<file path="src/fprc_pkg.sv">
package fprc_pkg;

  // ----------------------------------------------------------------
  // Bus widths and command codes
  // ----------------------------------------------------------------
  localparam int          ADDR_W          = 22;
  localparam int          DATA_W          = 16;
  localparam logic [7:0]  CMD_READ_ARRAY  = 8'hff;
  localparam logic [7:0]  CMD_READ_STATUS = 8'h70;
  localparam logic [7:0]  CMD_CLEAR_STAT  = 8'h50;
  localparam int          SUPPLY_ERR_BIT  = 3;
  localparam int          READY_BIT       = 7;

  // ----------------------------------------------------------------
  // Timing at 10 MHz (100 ns period)
  // ----------------------------------------------------------------
  localparam int CLK_PERIOD_NS      = 100;
  localparam int T_RESET_LOW_NS     = 150;
  localparam int T_REC_READ_NS      = 150;
  localparam int T_REC_WRITE_NS     = 150;
  localparam int T_STROBE_NS        = 100;
  localparam int T_ACCESS_NS        = 100;
  localparam int RESET_LOW_CYC  = (T_RESET_LOW_NS + CLK_PERIOD_NS - 1) / CLK_PERIOD_NS;
  localparam int REC_READ_CYC   = (T_REC_READ_NS + CLK_PERIOD_NS - 1) / CLK_PERIOD_NS;
  localparam int REC_WRITE_CYC  = (T_REC_WRITE_NS + CLK_PERIOD_NS - 1) / CLK_PERIOD_NS;
  localparam int STROBE_CYC     = (T_STROBE_NS + CLK_PERIOD_NS - 1) / CLK_PERIOD_NS;
  localparam int ACCESS_CYC     = (T_ACCESS_NS + CLK_PERIOD_NS - 1) / CLK_PERIOD_NS;
  localparam int CNT_W          = 8;

  // ----------------------------------------------------------------
  // Reset values of the flash pins
  // ----------------------------------------------------------------
  localparam logic RST_CS_N = 1'b1;
  localparam logic RST_OE_N = 1'b1;
  localparam logic RST_WE_N = 1'b1;
  localparam logic RST_PD_N = 1'b0;

  // ----------------------------------------------------------------
  // Types
  // ----------------------------------------------------------------
  typedef enum logic [1:0] {
    FPRC_OP_READ  = 2'h0,
    FPRC_OP_WRITE = 2'h1,
    FPRC_OP_SLEEP = 2'h2,
    FPRC_OP_WAKE  = 2'h3
  } fprc_op_t;

  typedef struct packed {
    fprc_op_t            op;
    logic [ADDR_W-1:0]   addr;
    logic [DATA_W-1:0]   wdata;
  } fprc_req_t;

  typedef struct packed {
    logic                cs_n;
    logic                oe_n;
    logic                we_n;
    logic                powerdown_reset_n;
  } fprc_ctl_t;

endpackage

</file>
<file path="src/fprc_host.sv">
`timescale 1ns/1ps
module fprc_host
  import fprc_pkg::*;
#(
  parameter int RESET_LOW_CYCLES = RESET_LOW_CYC
) (
  input  wire logic                clk,
  input  wire logic                nrst,
  input  wire logic                power_good,
  input  wire logic                req_valid,
  input  wire fprc_req_t           req,
  output logic                     req_ready,
  output logic                     rsp_valid,
  output logic [DATA_W-1:0]        rsp_data,
  output logic                     supply_error_flag,
  output logic                     array_mode,
  output fprc_ctl_t                ctl,
  output logic [ADDR_W-1:0]        flash_addr,
  output logic [DATA_W-1:0]        flash_dq_out,
  output logic                     flash_dq_oe,
  input  wire logic [DATA_W-1:0]   flash_dq_in
);

  // ----------------------------------------------------------------
  // State
  // ----------------------------------------------------------------
  typedef enum logic [6:0] {
    ST_DOWN  = 7'b0000001,
    ST_REC   = 7'b0000010,
    ST_IDLE  = 7'b0000100,
    ST_READ  = 7'b0001000,
    ST_WRITE = 7'b0010000,
    ST_HOLD  = 7'b0100000,
    ST_SLEEP = 7'b1000000
  } fprc_state_t;

  fprc_state_t        state_r;
  logic [CNT_W-1:0]   cnt_r;
  logic [CNT_W-1:0]   rec_r;
  logic               pg_s1_r;
  logic               pg_s2_r;
  logic [DATA_W-1:0]  dq_s1_r;
  logic [DATA_W-1:0]  dq_s2_r;
  logic               write_op;

  function automatic logic [CNT_W-1:0] cyc(input int n);
    cyc = CNT_W'(n);
  endfunction

  assign write_op = (req.op == FPRC_OP_WRITE);

  // ----------------------------------------------------------------
  // Input synchronisers
  // ----------------------------------------------------------------
  always_ff @(posedge clk or negedge nrst) begin
    if (!nrst) begin
      pg_s1_r <= 1'b0;
      pg_s2_r <= 1'b0;
      dq_s1_r <= '0;
      dq_s2_r <= '0;
    end else begin
      pg_s1_r <= power_good;
      pg_s2_r <= pg_s1_r;
      dq_s1_r <= flash_dq_in;
      dq_s2_r <= dq_s1_r;
    end
  end

  // ----------------------------------------------------------------
  // Sequencer
  // ----------------------------------------------------------------
  // Reset pin follows power good so supply ramps are masked
  always_ff @(posedge clk or negedge nrst) begin
    if (!nrst) begin
      state_r   <= ST_DOWN;
      cnt_r     <= '0;
      rec_r     <= '0;
      ctl       <= '{cs_n: RST_CS_N, oe_n: RST_OE_N, we_n: RST_WE_N,
                     powerdown_reset_n: RST_PD_N};
      req_ready <= 1'b0;
      rsp_valid <= 1'b0;
      rsp_data  <= '0;
      flash_addr   <= '0;
      flash_dq_out <= '0;
      flash_dq_oe  <= 1'b0;
      array_mode   <= 1'b1;
      supply_error_flag <= 1'b0;
    end else begin
      rsp_valid <= 1'b0;
      if (cnt_r != '0) cnt_r <= cnt_r - 1'b1;
      if (rec_r != '0) rec_r <= rec_r - 1'b1;
      if (!pg_s2_r && state_r != ST_DOWN) begin
        // Power loss: drop everything, device status is lost too
        state_r <= ST_DOWN;
        ctl     <= '{cs_n: 1'b1, oe_n: 1'b1, we_n: 1'b1, powerdown_reset_n: 1'b0};
        flash_dq_oe <= 1'b0;
        req_ready   <= 1'b0;
        cnt_r       <= cyc(RESET_LOW_CYCLES);
        array_mode  <= 1'b1;
        supply_error_flag <= 1'b0;
      end else begin
        unique case (state_r)
          ST_DOWN: begin
            if (pg_s2_r && cnt_r == '0) begin
              ctl.powerdown_reset_n <= 1'b1;
              rec_r   <= cyc(REC_WRITE_CYC > REC_READ_CYC ? REC_WRITE_CYC : REC_READ_CYC);
              state_r <= ST_REC;
            end
          end
          ST_REC: begin
            if (rec_r == '0) begin
              req_ready <= 1'b1;
              state_r   <= ST_IDLE;
            end
          end
          ST_IDLE: begin
            if (req_valid) begin
              req_ready  <= 1'b0;
              flash_addr <= req.addr;
              unique case (req.op)
                FPRC_OP_SLEEP: begin
                  ctl.powerdown_reset_n <= 1'b0;
                  cnt_r   <= cyc(RESET_LOW_CYCLES);
                  array_mode <= 1'b1;
                  supply_error_flag <= 1'b0;
                  state_r <= ST_SLEEP;
                end
                FPRC_OP_WAKE: begin
                  req_ready <= 1'b1;
                end
                default: begin
                  // Both strobes low are needed for a command write
                  ctl.cs_n    <= 1'b0;
                  ctl.oe_n    <= write_op;
                  ctl.we_n    <= !write_op;
                  flash_dq_out <= req.wdata;
                  flash_dq_oe  <= write_op;
                  cnt_r   <= cyc(write_op ? STROBE_CYC : ACCESS_CYC + 2);
                  state_r <= write_op ? ST_WRITE : ST_READ;
                  if (write_op) begin
                    array_mode <= (req.wdata[7:0] == CMD_READ_ARRAY);
                  end
                end
              endcase
            end
          end
          ST_READ: begin
            // Two extra cycles cover the data synchroniser
            if (cnt_r == '0) begin
              rsp_data  <= dq_s2_r;
              rsp_valid <= 1'b1;
              if (!array_mode) supply_error_flag <= dq_s2_r[SUPPLY_ERR_BIT];
              ctl.cs_n  <= 1'b1;
              ctl.oe_n  <= 1'b1;
              cnt_r     <= cyc(1);
              state_r   <= ST_HOLD;
            end
          end
          ST_WRITE: begin
            if (cnt_r == '0) begin
              ctl.we_n  <= 1'b1;
              ctl.cs_n  <= 1'b1;
              cnt_r     <= cyc(1);
              state_r   <= ST_HOLD;
            end
          end
          ST_HOLD: begin
            if (cnt_r == '0) begin
              flash_dq_oe <= 1'b0;
              req_ready   <= 1'b1;
              state_r     <= ST_IDLE;
            end
          end
          ST_SLEEP: begin
            if (req_valid && req.op == FPRC_OP_WAKE && cnt_r == '0) begin
              ctl.powerdown_reset_n <= 1'b1;
              rec_r   <= cyc(REC_WRITE_CYC > REC_READ_CYC ? REC_WRITE_CYC : REC_READ_CYC);
              state_r <= ST_REC;
            end
          end
        endcase
      end
    end
  end

  // ----------------------------------------------------------------
  // Checks
  // ----------------------------------------------------------------
  a_write_strobes: assert property (@(posedge clk) disable iff (!nrst)
    !ctl.we_n |-> !ctl.cs_n && ctl.powerdown_reset_n)
    else $error("write strobe without chip select");
  a_sleep_quiet: assert property (@(posedge clk) disable iff (!nrst)
    !ctl.powerdown_reset_n |-> ctl.cs_n && ctl.we_n && ctl.oe_n && !flash_dq_oe)
    else $error("bus active in power-down");
  a_rec_wait: assert property (@(posedge clk) disable iff (!nrst)
    $rose(ctl.powerdown_reset_n) |-> ctl.cs_n [*2])
    else $error("access too soon after reset release");
  a_pg_down: assert property (@(posedge clk) disable iff (!nrst)
    !pg_s2_r |=> !ctl.powerdown_reset_n)
    else $error("reset pin high without power good");
  a_array_cmd: assert property (@(posedge clk) disable iff (!nrst)
    (state_r == ST_IDLE && req_valid && write_op && req.wdata[7:0] == CMD_READ_ARRAY && pg_s2_r)
      |=> array_mode)
    else $error("read-array not tracked");
  a_sleep_clear: assert property (@(posedge clk) disable iff (!nrst)
    $fell(ctl.powerdown_reset_n) |-> !supply_error_flag && array_mode)
    else $error("status not cleared on power-down");
  a_strobe_len: assert property (@(posedge clk) disable iff (!nrst)
    $fell(ctl.we_n) |-> !ctl.we_n [*2])
    else $error("write strobe too short");

endmodule

</file>
<file path="config.mk">
export PLATFORM = sky130hd
export DESIGN_NAME = fprc_host
export DESIGN_NICKNAME = d
export VERILOG_FILES = /design/src/fprc_pkg.sv /design/src/fprc_host.sv
export SDC_FILE = /design/constraint.sdc
export NUM_CORES = 1
export LEC_CHECK = 0
export ABC_CLOCK_PERIOD_IN_PS = 2400
export BUFFER_PORTS_ARGS = -buffer_cell sky130_fd_sc_hd__buf_2
export CORE_MARGIN = 2
export CORE_UTILIZATION = 45
export DETAILED_ROUTE_END_ITERATION = 8
export GPL_ROUTABILITY_DRIVEN = 1
export GPL_TIMING_DRIVEN = 1
export PLACE_DENSITY = 0.69
export SETUP_SLACK_MARGIN = 0.3
export SYNTH_ARGS = -nofsm -noshare
export SYNTH_HDL_FRONTEND = slang
export SYNTH_SLANG_ARGS = --single-unit
</file>
<file path="constraint.sdc">
create_clock -name clk -period 2.4 [get_ports clk]
set_clock_uncertainty 0.1 [all_clocks]
set_input_delay 0.24 -clock clk [delete_from_list [all_inputs] [get_ports clk]]
set_output_delay 0.24 -clock clk [all_outputs]
set_load 0.05 [all_outputs]
</file>
==> impl_metrics.ini <==
[synthesis]
synth_cell_types = 53
yosysTopAreaCell = dfrtp_1
syn-cell-area_um2 = 4890
synth_edf_count = 0
syn_area_per_cell_um2 = 13.4
synth-main-ff-cell = dfrtp_1
syn-num-nets = 432
synth_area_leaders = dfrtp_1 59%, mux2_2 8.1%, mux2_4 5.8%, dfstp_2 2.7%, nor2_1 2.3%
ys_seq_area_share_pct = 61.5
async_reset_ff_share_pct = 100
synthCells = 364
yosysWarningCount = 0
yosysTopAreaCellShare_pct = 58.8
synth-seq-cells = 120

[cts]
cts_tree = yes
clk_latency_ns = 0.51
clock-root-buffer = clkbuf_8
clk_pin_slew_ns = 0.06
cts_sinks = 120
cts_buffers = 17
clockBufferDepth = 2
cts_max_level = 4

[sta]
tightest_slew_ns = 0.688
min_period_ns = 2.08
final-setup-viol-count = 0
max_freq_ghz = 0.482
rsz0062_at_grt = yes
fin_crit_sh_pct = 86.5
fin_setup_tns_ns = 0
report.final.slew_viol_count = 0
relSlewSlack_pct = 54.1
finalHoldViolations = 0

[die]
start_util_pct = 45.7
rows = 38
die_area_um2 = 11700
die_height_um = 108
io_pins = 123
coreArea_um2 = 10700
die_w_um = 108

[global_routing]
grt_max_degree = 55
grt_pass1_vias = 3753
grt_pass1_wl_um = 18500
antenna_found_initial = 0
grt-ovfl-total = 0
grt_use_total_pct = 21.1

[routing]
vias = 3720
wl_um = 11900
drtIter0Drc = 240
viasPerCell = 5.10
wl_per_cell_um = 16.3
routed.top_layer = met4
ant_nets = 0
first_pass_iters = 4
wl_met3_um = 613
wl_met1_um = 4690
drc = 0
route.met2.wl_um = 6310

[hold_path]
hold_class = in -> reg

[critical_path]
cp_slowest_stage_delay_ns = 0.47
end_kind = register
cp_max_fo = 17
crit_path_top_delay_cell = dfrtp_2
path_cells = nor4_4 -> and4bb_4 -> nand2_4 -> nor2_4 -> buf_12 -> mux2_2
startpoint_type = register
worst-path-buf-inv = 1
crit_arrival_ns = 2.37
path_class = reg -> reg
crit_family = simple AND/OR/NAND/NOR gates
crit_required_ns = 2.70

[place]
gp_congestion = 0.881
port_buffers = 122
place_hpwl_um = 7410

[pwr]
p_seq_share_pct = 35.4
powerDensity_nw_per_um2 = 1100
p_int_w = 0.00479
swShare_pct = 38.1
pwr-share-comb_pct = 32.3
netSwitchingPower_w = 0.00295
ir_drop_uv = 690
p_clk_share_pct = 32.2
power_w = 0.00774
leakage_nw = 3.60

[finish]
drive_gt1_share_pct = 44.2
diodes = 0
final_nets = 645
syn_to_final_growth_pct = 44.1

[run]
maxCapViolCount = 0

[outcome]
outcome = finished clean
cells in the mapped netlist, types with 4 or more instances:
cell	count
nand4_1	5
nand2_1	27
mux2_2	35
inv_1	7
nor3_1	8
a21oi_1	6
o21ai_0	10
ha_1	8
dfstp_2	5
xnor2_1	7
dfrtp_1	115
nand3_1	10
xor2_1	8
mux2_4	19
nor2_1	30
buf_6	4
a31oi_1	4
buf_2	4
what timing repair did:
item | in CTS | in global routing
resized for setup | 7 | 9
hold endpoints to repair | 104 | 0
gates cloned | 0 | 1
hold buffers | 56 | 0
pin swaps | 1 | 5
endpoints found under the setup margin | 27 | 46
buffers inserted | 2 | 8
worst register-to-register path: cells and delay by family, from the launching register on:
| family | cells | cell delay, ns |
|---|---|---|
| buf+inv | 1 | 0.18 |
| mux | 1 | 0.35 |
| simple gates | 4 | 0.86 |
| flops | 1 | 0.47 |
layout make-up:
cell class	count	area (µm²)
clock buffer	17	414
clock inverter	15	179
fill	787	3650
inverter	7	26.3
multi-input combinational	227	1850
sequential	120	3010
tap	140	175
timing repair buffer	204	1390
metal layers:
layer | vias up | global-route usage (%)
met5 | - | 0
met2 | 135 | 36.6
met3 | 27 | 6.27
li1 | 1715 | -
met1 | 1843 | 24.6
met4 | 0 | 7.97
kinds of logic after synthesis:
| logic type | count (synthesis) | synth area share [%] |
|---|---|---|
| flip-flops | 120 | 61.5 |
| AND/OR/NAND/NOR | 114 | 13.1 |
| multiplexers | 55 | 14.1 |
| AO/OA/AOI/OAI | 34 | 4.48 |
| buffers and inverters | 18 | 2.10 |
| XOR/XNOR | 15 | 2.69 |
| adder cells (fa/ha/maj) | 8 | 2.05 |
power groups by stage:
stage               Sequential, W  Combinational, W  Clock (W)
global placement          0.00273           0.00223          0
finish                    0.00274           0.00250    0.00249
CTS                       0.00273           0.00236    0.00252
floorplan                 0.00345          0.000948          0
global route              0.00279           0.00268    0.00265
detailed placement        0.00274           0.00225          0
stage by stage:
step / hold slack [ns] / util (%) / std cells / cell area [µm²] / worst slack [ns]
2_1_floorplan: -0.156 / - / 364 / 4890 / 0.228
3_3_place_gp: 0.218 / 53.7 / 631 / 5750 / 0.238
3_5_place_dp: 0.222 / 53.7 / 631 / 5750 / 0.175
4_1_cts: 0.0744 / 64.9 / 721 / 6940 / 0.302
5_1_grt: 0.0861 / 65.9 / 730 / 7050 / 0.259
6_report: 0.0723 / 65.9 / 730 / 7050 / 0.324
cells in the final DEF (no fill, tap or decap), types with 3 or more instances in the layout:
master         netlist  layout
a21oi_1              6       5
a31oi_1              4       4
buf_2                4     121
buf_4                0      24
clkbuf_16            0      16
dfrtp_1            115     112
dfrtp_2              0       3
dfstp_2              5       5
dlygate4sd3_1        0      56
ha_1                 8       8
inv_1                7       7
inv_6                0       4
inv_8                0       5
mux2_2              35      35
mux2_4              19      19
nand2_1             27      26
nand3_1             10       9
nand3b_1             3       3
nand4_1              5       5
nor2_1              30      30
nor3_1               8       8
nor3b_1              3       3
o21ai_0             10       9
xnor2_1              7       7
xor2_1               8       8
registers in the layout, indices dropped and copies added (netlist names), 4 cells and up:
signal,flops
cnt_r,8
ctl,4
dq_s1_r,16
dq_s2_r,16
flash_addr,22
flash_dq_out,16
rec_r,8
rsp_data,16
state_r,7
final timing paths:
path	start	to	slack [ns]	cells after the start
worst max-delay path	state_r[1]$_DFFE_PN0P_	rsp_data[15]$_DFFE_PN0P_	0.32	6
worst min-delay path	req_valid	cnt_r[1]$_DFF_PN0_	0.07	3
worst max register to register	state_r[1]$_DFFE_PN0P_	rsp_data[15]$_DFFE_PN0P_	0.32	6
worst min register to register	dq_s1_r[0]$_DFF_PN0_	dq_s2_r[0]$_DFF_PN0_	0.24	0
max in group asynchronous	nrst	ctl[3]$_DFFE_PN1P_	1.22	3
min in group asynchronous	nrst	flash_dq_out[1]$_DFFE_PN0P_	0.21	2
Power figures use the tool's default switching activity.
